--- config.mk ---
export PLATFORM = sky130hd
export DESIGN_NAME = motion_link_sequencer
export DESIGN_NICKNAME = d
export VERILOG_FILES = /design/src/verilog/motion_link_pkg.sv /design/src/verilog/motion_link_sequencer.sv
export VERILOG_INCLUDE_DIRS = /design/src /design/src/verilog
export SDC_FILE = /design/constraint.sdc
export NUM_CORES = 1
export LEC_CHECK = 0
export BUFFER_PORTS_ARGS = -buffer_cell sky130_fd_sc_hd__buf_2
export CORE_MARGIN = 2
export CORE_UTILIZATION = 50
export DETAILED_ROUTE_END_ITERATION = 6
export PLACE_DENSITY_LB_ADDON = 0.25
export SLEW_MARGIN = 30
export SYNTH_ARGS = -nofsm -noshare
export SYNTH_HDL_FRONTEND = slang
export SYNTH_SLANG_ARGS = --single-unit
--- constraint.sdc ---
create_clock -name i_clk_sys -period 3.16 [get_ports i_clk_sys]
set_input_delay 0.474 -clock i_clk_sys [delete_from_list [all_inputs] [get_ports i_clk_sys]]
set_output_delay 0.474 -clock i_clk_sys [all_outputs]
set_load 0.01 [all_outputs]
--- src/verilog/motion_link_params.svh ---
// Purpose: Offsets, field positions, reset values and sizes for the motion link sequencer.
// Assumes: AXI4-Lite register access, 32-bit data, byte addresses.
// Notes:   Definitions only.
`ifndef MOTION_LINK_PARAMS_SVH
`define MOTION_LINK_PARAMS_SVH

`define MLS_ADDR_W       8
`define MLS_DATA_W       32

// Register byte addresses
`define MLS_OFS_CTRL     8'h00
`define MLS_OFS_ROUTE    8'h04
`define MLS_OFS_STATUS   8'h08
`define MLS_OFS_FREEZE   8'h0c

// Control register fields
`define MLS_CTRL_ACT_EN     0
`define MLS_CTRL_INACT_EN   1
`define MLS_CTRL_MODE_LO    2
`define MLS_CTRL_MODE_HI    3
`define MLS_CTRL_AUTOSLEEP  4
`define MLS_CTRL_FIFO_TRIG  5
`define MLS_CTRL_HOST_WAKE  6
`define MLS_CTRL_W          7
`define MLS_CTRL_RESET      7'h00

// Link mode field codes; 2'b10 behaves as default
`define MLS_MODE_DEFAULT    2'h0
`define MLS_MODE_LINKED     2'h1
`define MLS_MODE_LOOP       2'h3

// Interrupt routing fields
`define MLS_ROUTE_AWAKE_P1  0
`define MLS_ROUTE_ACT_P1    1
`define MLS_ROUTE_INACT_P1  2
`define MLS_ROUTE_AWAKE_P2  3
`define MLS_ROUTE_ACT_P2    4
`define MLS_ROUTE_INACT_P2  5
`define MLS_ROUTE_W         6
`define MLS_ROUTE_RESET     6'h00

// Status register fields
`define MLS_ST_ACT_PEND     0
`define MLS_ST_INACT_PEND   1
`define MLS_ST_AWAKE        2
`define MLS_ST_ACT_ARMED    3
`define MLS_ST_INACT_ARMED  4
`define MLS_ST_WAKEUP       5
`define MLS_ST_FROZEN       6
`define MLS_ST_COUNT_LO     16

// Freeze release register field
`define MLS_FREEZE_RELEASE  0

// Sample history size
`define MLS_FIFO_DEPTH      10'd512
`define MLS_FIFO_CNT_W      10

// AXI responses
`define MLS_RESP_OKAY       2'h0
`define MLS_RESP_SLVERR     2'h2

`endif

--- src/verilog/motion_link_pkg.sv ---
// Purpose: Types shared by the motion link sequencer.
// Assumes: Constants live in motion_link_params.svh.
// Notes:   Types only.
package motion_link_pkg;

  // Whether the sequencer regards the device as still or moving
  typedef enum logic {
    phase_still,
    phase_moving
  } phase_t;

  // Decoded link behaviour
  typedef enum logic [1:0] {
    link_default,
    link_linked,
    link_loop
  } link_t;

endpackage

--- src/verilog/motion_link_sequencer.sv ---
// Purpose: Arms activity and inactivity detection, tracks awake state, drives interrupt pins.
// Assumes: Detector inputs are one-cycle pulses synchronous to i_clk_sys.
// Notes:   Registers reached over AXI4-Lite; one write and one read in flight.
`timescale 1ns/1ps
`include "motion_link_params.svh"

module motion_link_sequencer
  import motion_link_pkg::*;
(
  input  wire logic                     i_clk_sys,
  input  wire logic                     i_reset,
  input  wire logic [`MLS_ADDR_W-1:0]   i_s_axi_awaddr,
  input  wire logic                     i_s_axi_awvalid,
  output logic                          o_s_axi_awready,
  input  wire logic [`MLS_DATA_W-1:0]   i_s_axi_wdata,
  input  wire logic [3:0]               i_s_axi_wstrb,
  input  wire logic                     i_s_axi_wvalid,
  output logic                          o_s_axi_wready,
  output logic [1:0]                    o_s_axi_bresp,
  output logic                          o_s_axi_bvalid,
  input  wire logic                     i_s_axi_bready,
  input  wire logic [`MLS_ADDR_W-1:0]   i_s_axi_araddr,
  input  wire logic                     i_s_axi_arvalid,
  output logic                          o_s_axi_arready,
  output logic [`MLS_DATA_W-1:0]        o_s_axi_rdata,
  output logic [1:0]                    o_s_axi_rresp,
  output logic                          o_s_axi_rvalid,
  input  wire logic                     i_s_axi_rready,
  input  wire logic                     i_sample_strobe,
  input  wire logic                     i_act_timed,
  input  wire logic                     i_act_single,
  input  wire logic                     i_inact_detect,
  output logic                          o_act_armed,
  output logic                          o_inact_armed,
  output logic                          o_act_ref_load,
  output logic                          o_wakeup_mode,
  output logic                          o_awake,
  output logic                          o_interrupt_pin_one,
  output logic                          o_interrupt_pin_two,
  output logic                          o_fifo_frozen
);

  // Map the control field onto a link behaviour
  function automatic link_t decode_link(input logic [1:0] code);
    link_t res;
    res = link_default;
    if (code == `MLS_MODE_LINKED) begin
      res = link_linked;
    end else if (code == `MLS_MODE_LOOP) begin
      res = link_loop;
    end
    return res;
  endfunction

  // Register address match, used by both write and read paths
  function automatic logic addr_is(input logic [`MLS_ADDR_W-1:0] a,
                                   input logic [`MLS_ADDR_W-1:0] ofs);
    return a[`MLS_ADDR_W-1:2] == ofs[`MLS_ADDR_W-1:2];
  endfunction

  // Bus slave state
  logic                       aw_held;
  logic                       next_aw_held;
  logic [`MLS_ADDR_W-1:0]     aw_addr;
  logic [`MLS_ADDR_W-1:0]     next_aw_addr;
  logic                       w_held;
  logic                       next_w_held;
  logic [`MLS_DATA_W-1:0]     w_data;
  logic [`MLS_DATA_W-1:0]     next_w_data;
  logic [3:0]                 w_strb;
  logic [3:0]                 next_w_strb;
  logic                       bvalid;
  logic                       next_bvalid;
  logic [1:0]                 bresp;
  logic [1:0]                 next_bresp;
  logic                       rvalid;
  logic                       next_rvalid;
  logic [1:0]                 rresp;
  logic [1:0]                 next_rresp;
  logic [`MLS_DATA_W-1:0]     rdata;
  logic [`MLS_DATA_W-1:0]     next_rdata;
  logic                       do_write;
  logic                       rd_take;

  // Software-visible configuration
  logic [`MLS_CTRL_W-1:0]     ctrl;
  logic [`MLS_CTRL_W-1:0]     next_ctrl;
  logic [`MLS_ROUTE_W-1:0]    route;
  logic [`MLS_ROUTE_W-1:0]    next_route;

  // Sequencer state
  phase_t                     phase;
  phase_t                     next_phase;
  logic                       act_pend;
  logic                       next_act_pend;
  logic                       inact_pend;
  logic                       next_inact_pend;
  logic                       next_act_armed;
  logic                       next_inact_armed;
  logic                       next_ref_load;
  logic                       next_wakeup;
  logic                       next_awake;
  logic                       next_pin_one;
  logic                       next_pin_two;
  logic                       next_frozen;
  logic [`MLS_FIFO_CNT_W-1:0] fifo_cnt;
  logic [`MLS_FIFO_CNT_W-1:0] next_fifo_cnt;

  // Decoded events and controls
  link_t                      link;
  logic                       act_evt;
  logic                       inact_evt;
  logic                       status_read;
  logic                       freeze_release;
  logic                       gate_ok;

  // Handshake outputs; one write and one read are accepted at a time
  assign o_s_axi_awready = !aw_held && !bvalid;
  assign o_s_axi_wready  = !w_held && !bvalid;
  assign o_s_axi_arready = !rvalid;
  assign o_s_axi_bvalid  = bvalid;
  assign o_s_axi_bresp   = bresp;
  assign o_s_axi_rvalid  = rvalid;
  assign o_s_axi_rresp   = rresp;
  assign o_s_axi_rdata   = rdata;
  assign do_write        = aw_held && w_held && !bvalid;
  assign rd_take         = i_s_axi_arvalid && !rvalid;

  // Bus write and read channels; address and data may arrive in either order
  always_comb begin
    next_aw_held = aw_held;
    next_aw_addr = aw_addr;
    next_w_held  = w_held;
    next_w_data  = w_data;
    next_w_strb  = w_strb;
    next_bvalid  = bvalid;
    next_bresp   = bresp;
    next_rvalid  = rvalid;
    next_rresp   = rresp;
    next_rdata   = rdata;
    if (i_s_axi_awvalid && o_s_axi_awready) begin
      next_aw_held = 1'b1;
      next_aw_addr = i_s_axi_awaddr;
    end
    if (i_s_axi_wvalid && o_s_axi_wready) begin
      next_w_held = 1'b1;
      next_w_data = i_s_axi_wdata;
      next_w_strb = i_s_axi_wstrb;
    end
    if (do_write) begin
      next_aw_held = 1'b0;
      next_w_held  = 1'b0;
      next_bvalid  = 1'b1;
      next_bresp   = (addr_is(aw_addr, `MLS_OFS_CTRL) || addr_is(aw_addr, `MLS_OFS_ROUTE)
                     || addr_is(aw_addr, `MLS_OFS_FREEZE) || addr_is(aw_addr, `MLS_OFS_STATUS))
                     ? `MLS_RESP_OKAY : `MLS_RESP_SLVERR;
    end else if (bvalid && i_s_axi_bready) begin
      next_bvalid = 1'b0;
    end
    if (rd_take) begin
      next_rvalid = 1'b1;
      next_rresp  = `MLS_RESP_OKAY;
      next_rdata  = '0;
      if (addr_is(i_s_axi_araddr, `MLS_OFS_CTRL)) begin
        next_rdata[`MLS_CTRL_W-1:0] = ctrl;
      end else if (addr_is(i_s_axi_araddr, `MLS_OFS_ROUTE)) begin
        next_rdata[`MLS_ROUTE_W-1:0] = route;
      end else if (addr_is(i_s_axi_araddr, `MLS_OFS_STATUS)) begin
        next_rdata[`MLS_ST_ACT_PEND]    = act_pend;
        next_rdata[`MLS_ST_INACT_PEND]  = inact_pend;
        next_rdata[`MLS_ST_AWAKE]       = o_awake;
        next_rdata[`MLS_ST_ACT_ARMED]   = o_act_armed;
        next_rdata[`MLS_ST_INACT_ARMED] = o_inact_armed;
        next_rdata[`MLS_ST_WAKEUP]      = o_wakeup_mode;
        next_rdata[`MLS_ST_FROZEN]      = o_fifo_frozen;
        next_rdata[`MLS_ST_COUNT_LO +: `MLS_FIFO_CNT_W] = fifo_cnt;
      end else if (!addr_is(i_s_axi_araddr, `MLS_OFS_FREEZE)) begin
        next_rresp = `MLS_RESP_SLVERR;
      end
    end else if (rvalid && i_s_axi_rready) begin
      next_rvalid = 1'b0;
    end
  end

  always_ff @(posedge i_clk_sys) begin
    if (i_reset) begin
      aw_held <= 1'b0;
      aw_addr <= '0;
      w_held  <= 1'b0;
      w_data  <= '0;
      w_strb  <= '0;
      bvalid  <= 1'b0;
      bresp   <= `MLS_RESP_OKAY;
      rvalid  <= 1'b0;
      rresp   <= `MLS_RESP_OKAY;
      rdata   <= '0;
    end else begin
      aw_held <= next_aw_held;
      aw_addr <= next_aw_addr;
      w_held  <= next_w_held;
      w_data  <= next_w_data;
      w_strb  <= next_w_strb;
      bvalid  <= next_bvalid;
      bresp   <= next_bresp;
      rvalid  <= next_rvalid;
      rresp   <= next_rresp;
      rdata   <= next_rdata;
    end
  end

  // Configuration writes; all fields sit in byte lane 0
  always_comb begin
    next_ctrl  = ctrl;
    next_route = route;
    if (do_write && w_strb[0]) begin
      if (addr_is(aw_addr, `MLS_OFS_CTRL)) begin
        next_ctrl = w_data[`MLS_CTRL_W-1:0];
      end
      if (addr_is(aw_addr, `MLS_OFS_ROUTE)) begin
        next_route = w_data[`MLS_ROUTE_W-1:0];
      end
    end
  end

  // Both enables reset to zero so nothing fires before software opts in
  always_ff @(posedge i_clk_sys) begin
    if (i_reset) begin
      ctrl  <= `MLS_CTRL_RESET;
      route <= `MLS_ROUTE_RESET;
    end else begin
      ctrl  <= next_ctrl;
      route <= next_route;
    end
  end

  // Event qualification; the timed activity path only counts in measurement mode
  assign link      = decode_link(ctrl[`MLS_CTRL_MODE_HI:`MLS_CTRL_MODE_LO]);
  assign act_evt   = o_act_armed && (o_wakeup_mode ? i_act_single : i_act_timed);
  assign inact_evt = o_inact_armed && i_inact_detect;
  assign status_read    = rd_take && addr_is(i_s_axi_araddr, `MLS_OFS_STATUS);
  assign freeze_release = do_write && w_strb[0] && addr_is(aw_addr, `MLS_OFS_FREEZE)
                          && w_data[`MLS_FREEZE_RELEASE];

  // Sequencer next state
  always_comb begin
    next_phase      = phase;
    next_awake      = o_awake;
    next_wakeup     = o_wakeup_mode;
    next_act_armed  = 1'b0;
    next_inact_armed = 1'b0;
    gate_ok         = 1'b1;
    // Pending flags: a new event wins over a same-cycle status read;
    // in loop mode a flag lives one cycle, so no read is needed
    next_act_pend   = act_evt || (act_pend && !status_read && link != link_loop);
    next_inact_pend = inact_evt || (inact_pend && !status_read && link != link_loop);
    if (act_evt) begin
      next_awake = 1'b1;
    end else if (inact_evt) begin
      next_awake = 1'b0;
    end
    unique case (link)
      link_default: begin
        // Restart still, so a later switch to linked arms activity first
        next_phase       = phase_still;
        next_wakeup      = ctrl[`MLS_CTRL_HOST_WAKE];
        next_act_armed   = ctrl[`MLS_CTRL_ACT_EN] && !next_act_pend;
        next_inact_armed = ctrl[`MLS_CTRL_INACT_EN] && !next_inact_pend;
      end
      link_linked, link_loop: begin
        if (act_evt) begin
          next_phase = phase_moving;
        end else if (inact_evt) begin
          next_phase = phase_still;
        end
        if (ctrl[`MLS_CTRL_AUTOSLEEP]) begin
          if (inact_evt) begin
            next_wakeup = 1'b1;
          end else if (act_evt) begin
            next_wakeup = 1'b0;
          end
        end else begin
          next_wakeup = ctrl[`MLS_CTRL_HOST_WAKE];
        end
        // Linked mode holds the next detector off until the host has read
        if (link == link_linked) begin
          gate_ok = !next_act_pend && !next_inact_pend;
        end
        // Only the detector matching the phase is armed
        next_act_armed   = ctrl[`MLS_CTRL_ACT_EN] && gate_ok
                           && next_phase == phase_still;
        next_inact_armed = ctrl[`MLS_CTRL_INACT_EN] && gate_ok
                           && next_phase == phase_moving;
      end
    endcase
    // Reference is taken whenever activity detection starts again
    next_ref_load = next_act_armed && !o_act_armed;
    // Pins from the next state, registered so they never glitch
    next_pin_one = (route[`MLS_ROUTE_AWAKE_P1] && next_awake)
                   || (route[`MLS_ROUTE_ACT_P1] && next_act_pend)
                   || (route[`MLS_ROUTE_INACT_P1] && next_inact_pend);
    next_pin_two = (route[`MLS_ROUTE_AWAKE_P2] && next_awake)
                   || (route[`MLS_ROUTE_ACT_P2] && next_act_pend)
                   || (route[`MLS_ROUTE_INACT_P2] && next_inact_pend);
  end

  always_ff @(posedge i_clk_sys) begin
    if (i_reset) begin
      phase               <= phase_still;
      act_pend            <= 1'b0;
      inact_pend          <= 1'b0;
      o_act_armed         <= 1'b0;
      o_inact_armed       <= 1'b0;
      o_act_ref_load      <= 1'b0;
      o_wakeup_mode       <= 1'b0;
      o_awake             <= 1'b0;
      o_interrupt_pin_one <= 1'b0;
      o_interrupt_pin_two <= 1'b0;
    end else begin
      phase               <= next_phase;
      act_pend            <= next_act_pend;
      inact_pend          <= next_inact_pend;
      o_act_armed         <= next_act_armed;
      o_inact_armed       <= next_inact_armed;
      o_act_ref_load      <= next_ref_load;
      o_wakeup_mode       <= next_wakeup;
      o_awake             <= next_awake;
      o_interrupt_pin_one <= next_pin_one;
      o_interrupt_pin_two <= next_pin_two;
    end
  end

  // Pre-event history: counts stored samples, saturating at the buffer size.
  // The freeze wins over a same-cycle release so a trigger is never lost.
  // A release restarts the count from zero; a sample alongside is counted only if the history was not frozen.
  always_comb begin
    next_frozen   = o_fifo_frozen;
    next_fifo_cnt = fifo_cnt;
    if (freeze_release) begin
      next_frozen   = 1'b0;
      next_fifo_cnt = '0;
    end
    if (act_evt && ctrl[`MLS_CTRL_FIFO_TRIG]) begin
      next_frozen = 1'b1;
    end else if (!o_fifo_frozen && i_sample_strobe && next_fifo_cnt != `MLS_FIFO_DEPTH) begin
      next_fifo_cnt = next_fifo_cnt + 10'd1;
    end
  end

  always_ff @(posedge i_clk_sys) begin
    if (i_reset) begin
      o_fifo_frozen <= 1'b0;
      fifo_cnt      <= '0;
    end else begin
      o_fifo_frozen <= next_frozen;
      fifo_cnt      <= next_fifo_cnt;
    end
  end

endmodule

==> impl_metrics.toml <==
[sta]
fin_crit_sh = 0.631
finClkSkew_ns = 0.00490
fmax_mhz = 501
finalSetupTns_ns = 0
post-route-min-period_ns = 1.99
setup_viol = 0
rsz0062_at_grt = "false"
worst_pin_slew_ns = 0.758
relSlewSlack = 0.495
hold_viol_final = 0
slew_viol_final = 0

[synthesis]
avgSynthCellArea_um2 = 8.76
synth.cell_area_um2 = 3160
ys_ff_latch = 71
synth_cells = 361
yosysSeqAreaShare = 0.449
async_reset_ff_frac = 0
yosys-top-cells-count = "dfxtp_1 (71), nor2_1 (54), nand2_1 (23), mux2i_1 (20)"
yosys_warnings = 0
ys.flop_type = "dfxtp_1"
synth_area_leader_cell = "dfxtp_1"
synth-edff-count = 0
synth_top_area_frac = 0.449
ys_top_cells_by_area = "dfxtp_1 (45%), nor2_1 (6.4%), mux2i_1 (6.3%), buf_4 (4.5%), a21oi_1 (3.0%)"
synth_most_common_cell = "dfxtp_1"
synth_cell_types = 56

[setup_path]
crit_arrival_ns = 2.22
worst_setup_path_end_kind = "flip-flop"
critPathMaxFanout = 21
start_kind = "flip-flop"
critPathRequiredTime_ns = 3.39
critPathKind = "reg2reg"

[flow_run]
maxCapViolCount = 0

[pwr]
combinationalPowerShare = 0.087
seq_power_share = 0.518
power.share.clock = 0.396
power.total_mw = 1.82
p_leak_nw = 1.52
sw_frac_of_total = 0.240
p_int_mw = 1.38
ir_drop_mv = 0.280
powerDensity_nw_per_um2 = 502
power.switching_mw = 0.438

[detailed_routing]
routed_wirelength_um = 6770
detail_route.vias_per_cell = 5.39
wl_per_cell_um = 13.6
vias = 2675
drc_errors = 0
dr.pass1.iters = 4
drt_iter0_drc = 233
ant_nets = 0

[floorplan]
fp.dieW_um = 83.5
core-area_um2 = 6030
die_h_um = 83.5
start_util = 0.525
dieArea_um2 = 6980
row_count = 28
ioPinCount = 112

[global_route]
grt_max_degree = 37
grt_remaining_overflow = 0
antenna_found_initial = 0
grt_pass1_wl_um = 11200
track_usage = 0.195
grt_pass1_vias = 2390

[cts]
clock-sinks = 71
cts_tree = "yes"
holdBufCountCts = 0
cts_buffers = 9
path_clk_slew_ns = 0.07
post_cts_buffers = 0
post_cts_resize_count = 0
clk_latency_ns = 0.34
cts_root_buf = "clkbuf_8"
cts_buffer_depth = 2
htree_levels = 3

[min_path]
hp-class = "in2reg"

[final_layout]
fillCellCount = 553
antenna_cells = 0
nNetsFinal = 480
layout-drive-gt1-share = 0.209
syn2layout_area_growth_pct = 14.8

[run_status]
outcome = "finished, final reports clean"

[placement]
hpwl_um = 4930
numPortBuffers = 62
place_congestion = 0.903
final timing paths:
path                            cells after the start                to             start  slack (ns)
worst max register to register                      4  o_s_axi_rdata[2]    o_s_axi_rvalid        1.17
worst max-delay path                                4  o_s_axi_rdata[2]    o_s_axi_rvalid        1.17
worst min-delay path                                3         w_data[6]  i_s_axi_wdata[6]        0.37
worst min register to register                      2         w_data[6]         w_data[6]        0.47
power groups by stage:
| stage | clock network, mW | logic, mW | registers, mW |
|---|---|---|---|
| floorplan | 0 | 0.121 | 0.961 |
| global placement | 0 | 0.154 | 0.962 |
| detailed placement | 0 | 0.157 | 0.963 |
| CTS | 0.740 | 0.158 | 0.943 |
| global route | 0.780 | 0.176 | 0.946 |
| finish | 0.720 | 0.158 | 0.943 |
sequential cells by signal, indices dropped and copies added, names as in the netlist, 6 cells and up:
signal         flops
w_data             7
aw_addr            6
ctrl               7
route              6
fifo_cnt          10
o_s_axi_rdata     17
per-layer routing:
| layer | up-vias | global-route usage | share of wire |
|---|---|---|---|
| li1 | 1351 | - | - |
| met1 | 1249 | 0.263 | 0.49 |
| met2 | 67 | 0.301 | 0.45 |
| met3 | 8 | 0.0425 | 0.049 |
| met4 | 0 | 0.0850 | 0.012 |
| met5 | - | 0 | 0 |
per-stage QoR:
stage               instance area, um^2  hold slack (ns)   util  instances  worst slack [ns]
floorplan                          3220            0.435      -        377              1.16
global placement                   3430            0.449  0.570        481             0.929
detailed placement                 3430            0.463  0.570        481             0.914
CTS                                3630            0.353  0.602        496              1.15
global route                       3630            0.370  0.602        496              1.01
finish                             3630            0.366  0.602        496              1.17
critical path, stage by stage (launching register included):
cell	delay (ns)
dfxtp_1	0.35
nand2b_1	0.50
or4_1	0.73
o22ai_1	0.23
nor2_1	0.07
cell type report:
cell class	count	area [um^2]	share of cell area
well taps	75	93.8	0.0259
multi-input cells	254	1520	0.419
clock buffers	12	155	0.0427
repair buffers	66	340	0.0938
flip-flops and latches	71	1420	0.392
inverters	15	56.3	0.0155
clock inverters	3	42.5	0.0117
layout by cell type, fill, tap and decap left out, types with 3 or more instances in the layout:
master	n
o22ai_1	6
nand2b_1	9
a221oi_1	5
nand3_1	6
and2_1	4
nor2_1	54
nor4_1	3
nand2_1	23
nand4_1	3
o2111ai_1	3
buf_4	4
mux2i_1	20
xor2_1	5
conb_1	17
o211ai_1	5
a22oi_1	11
clkbuf_8	11
buf_2	62
a21oi_1	19
o21ai_0	13
or4_1	5
nor3_1	6
dfxtp_1	71
inv_1	15
nor2b_1	3
cells by family (layout without fill, tap and decap cells):
| family | after synthesis | count (layout) | share of synthesized area |
|---|---|---|---|
| AOI/OAI and AO/OA | 80 | 80 | 0.170 |
| other | 1 | 17 | 0.00119 |
| DFF | 71 | 71 | 0.449 |
| buffers and inverters | 52 | 96 | 0.0890 |
| muxes | 20 | 20 | 0.0633 |
| xor gates and xnor gates | 6 | 6 | 0.0166 |
| and+or+nand+nor | 131 | 131 | 0.210 |
Note: power is estimated with default switching activity, not from simulation.
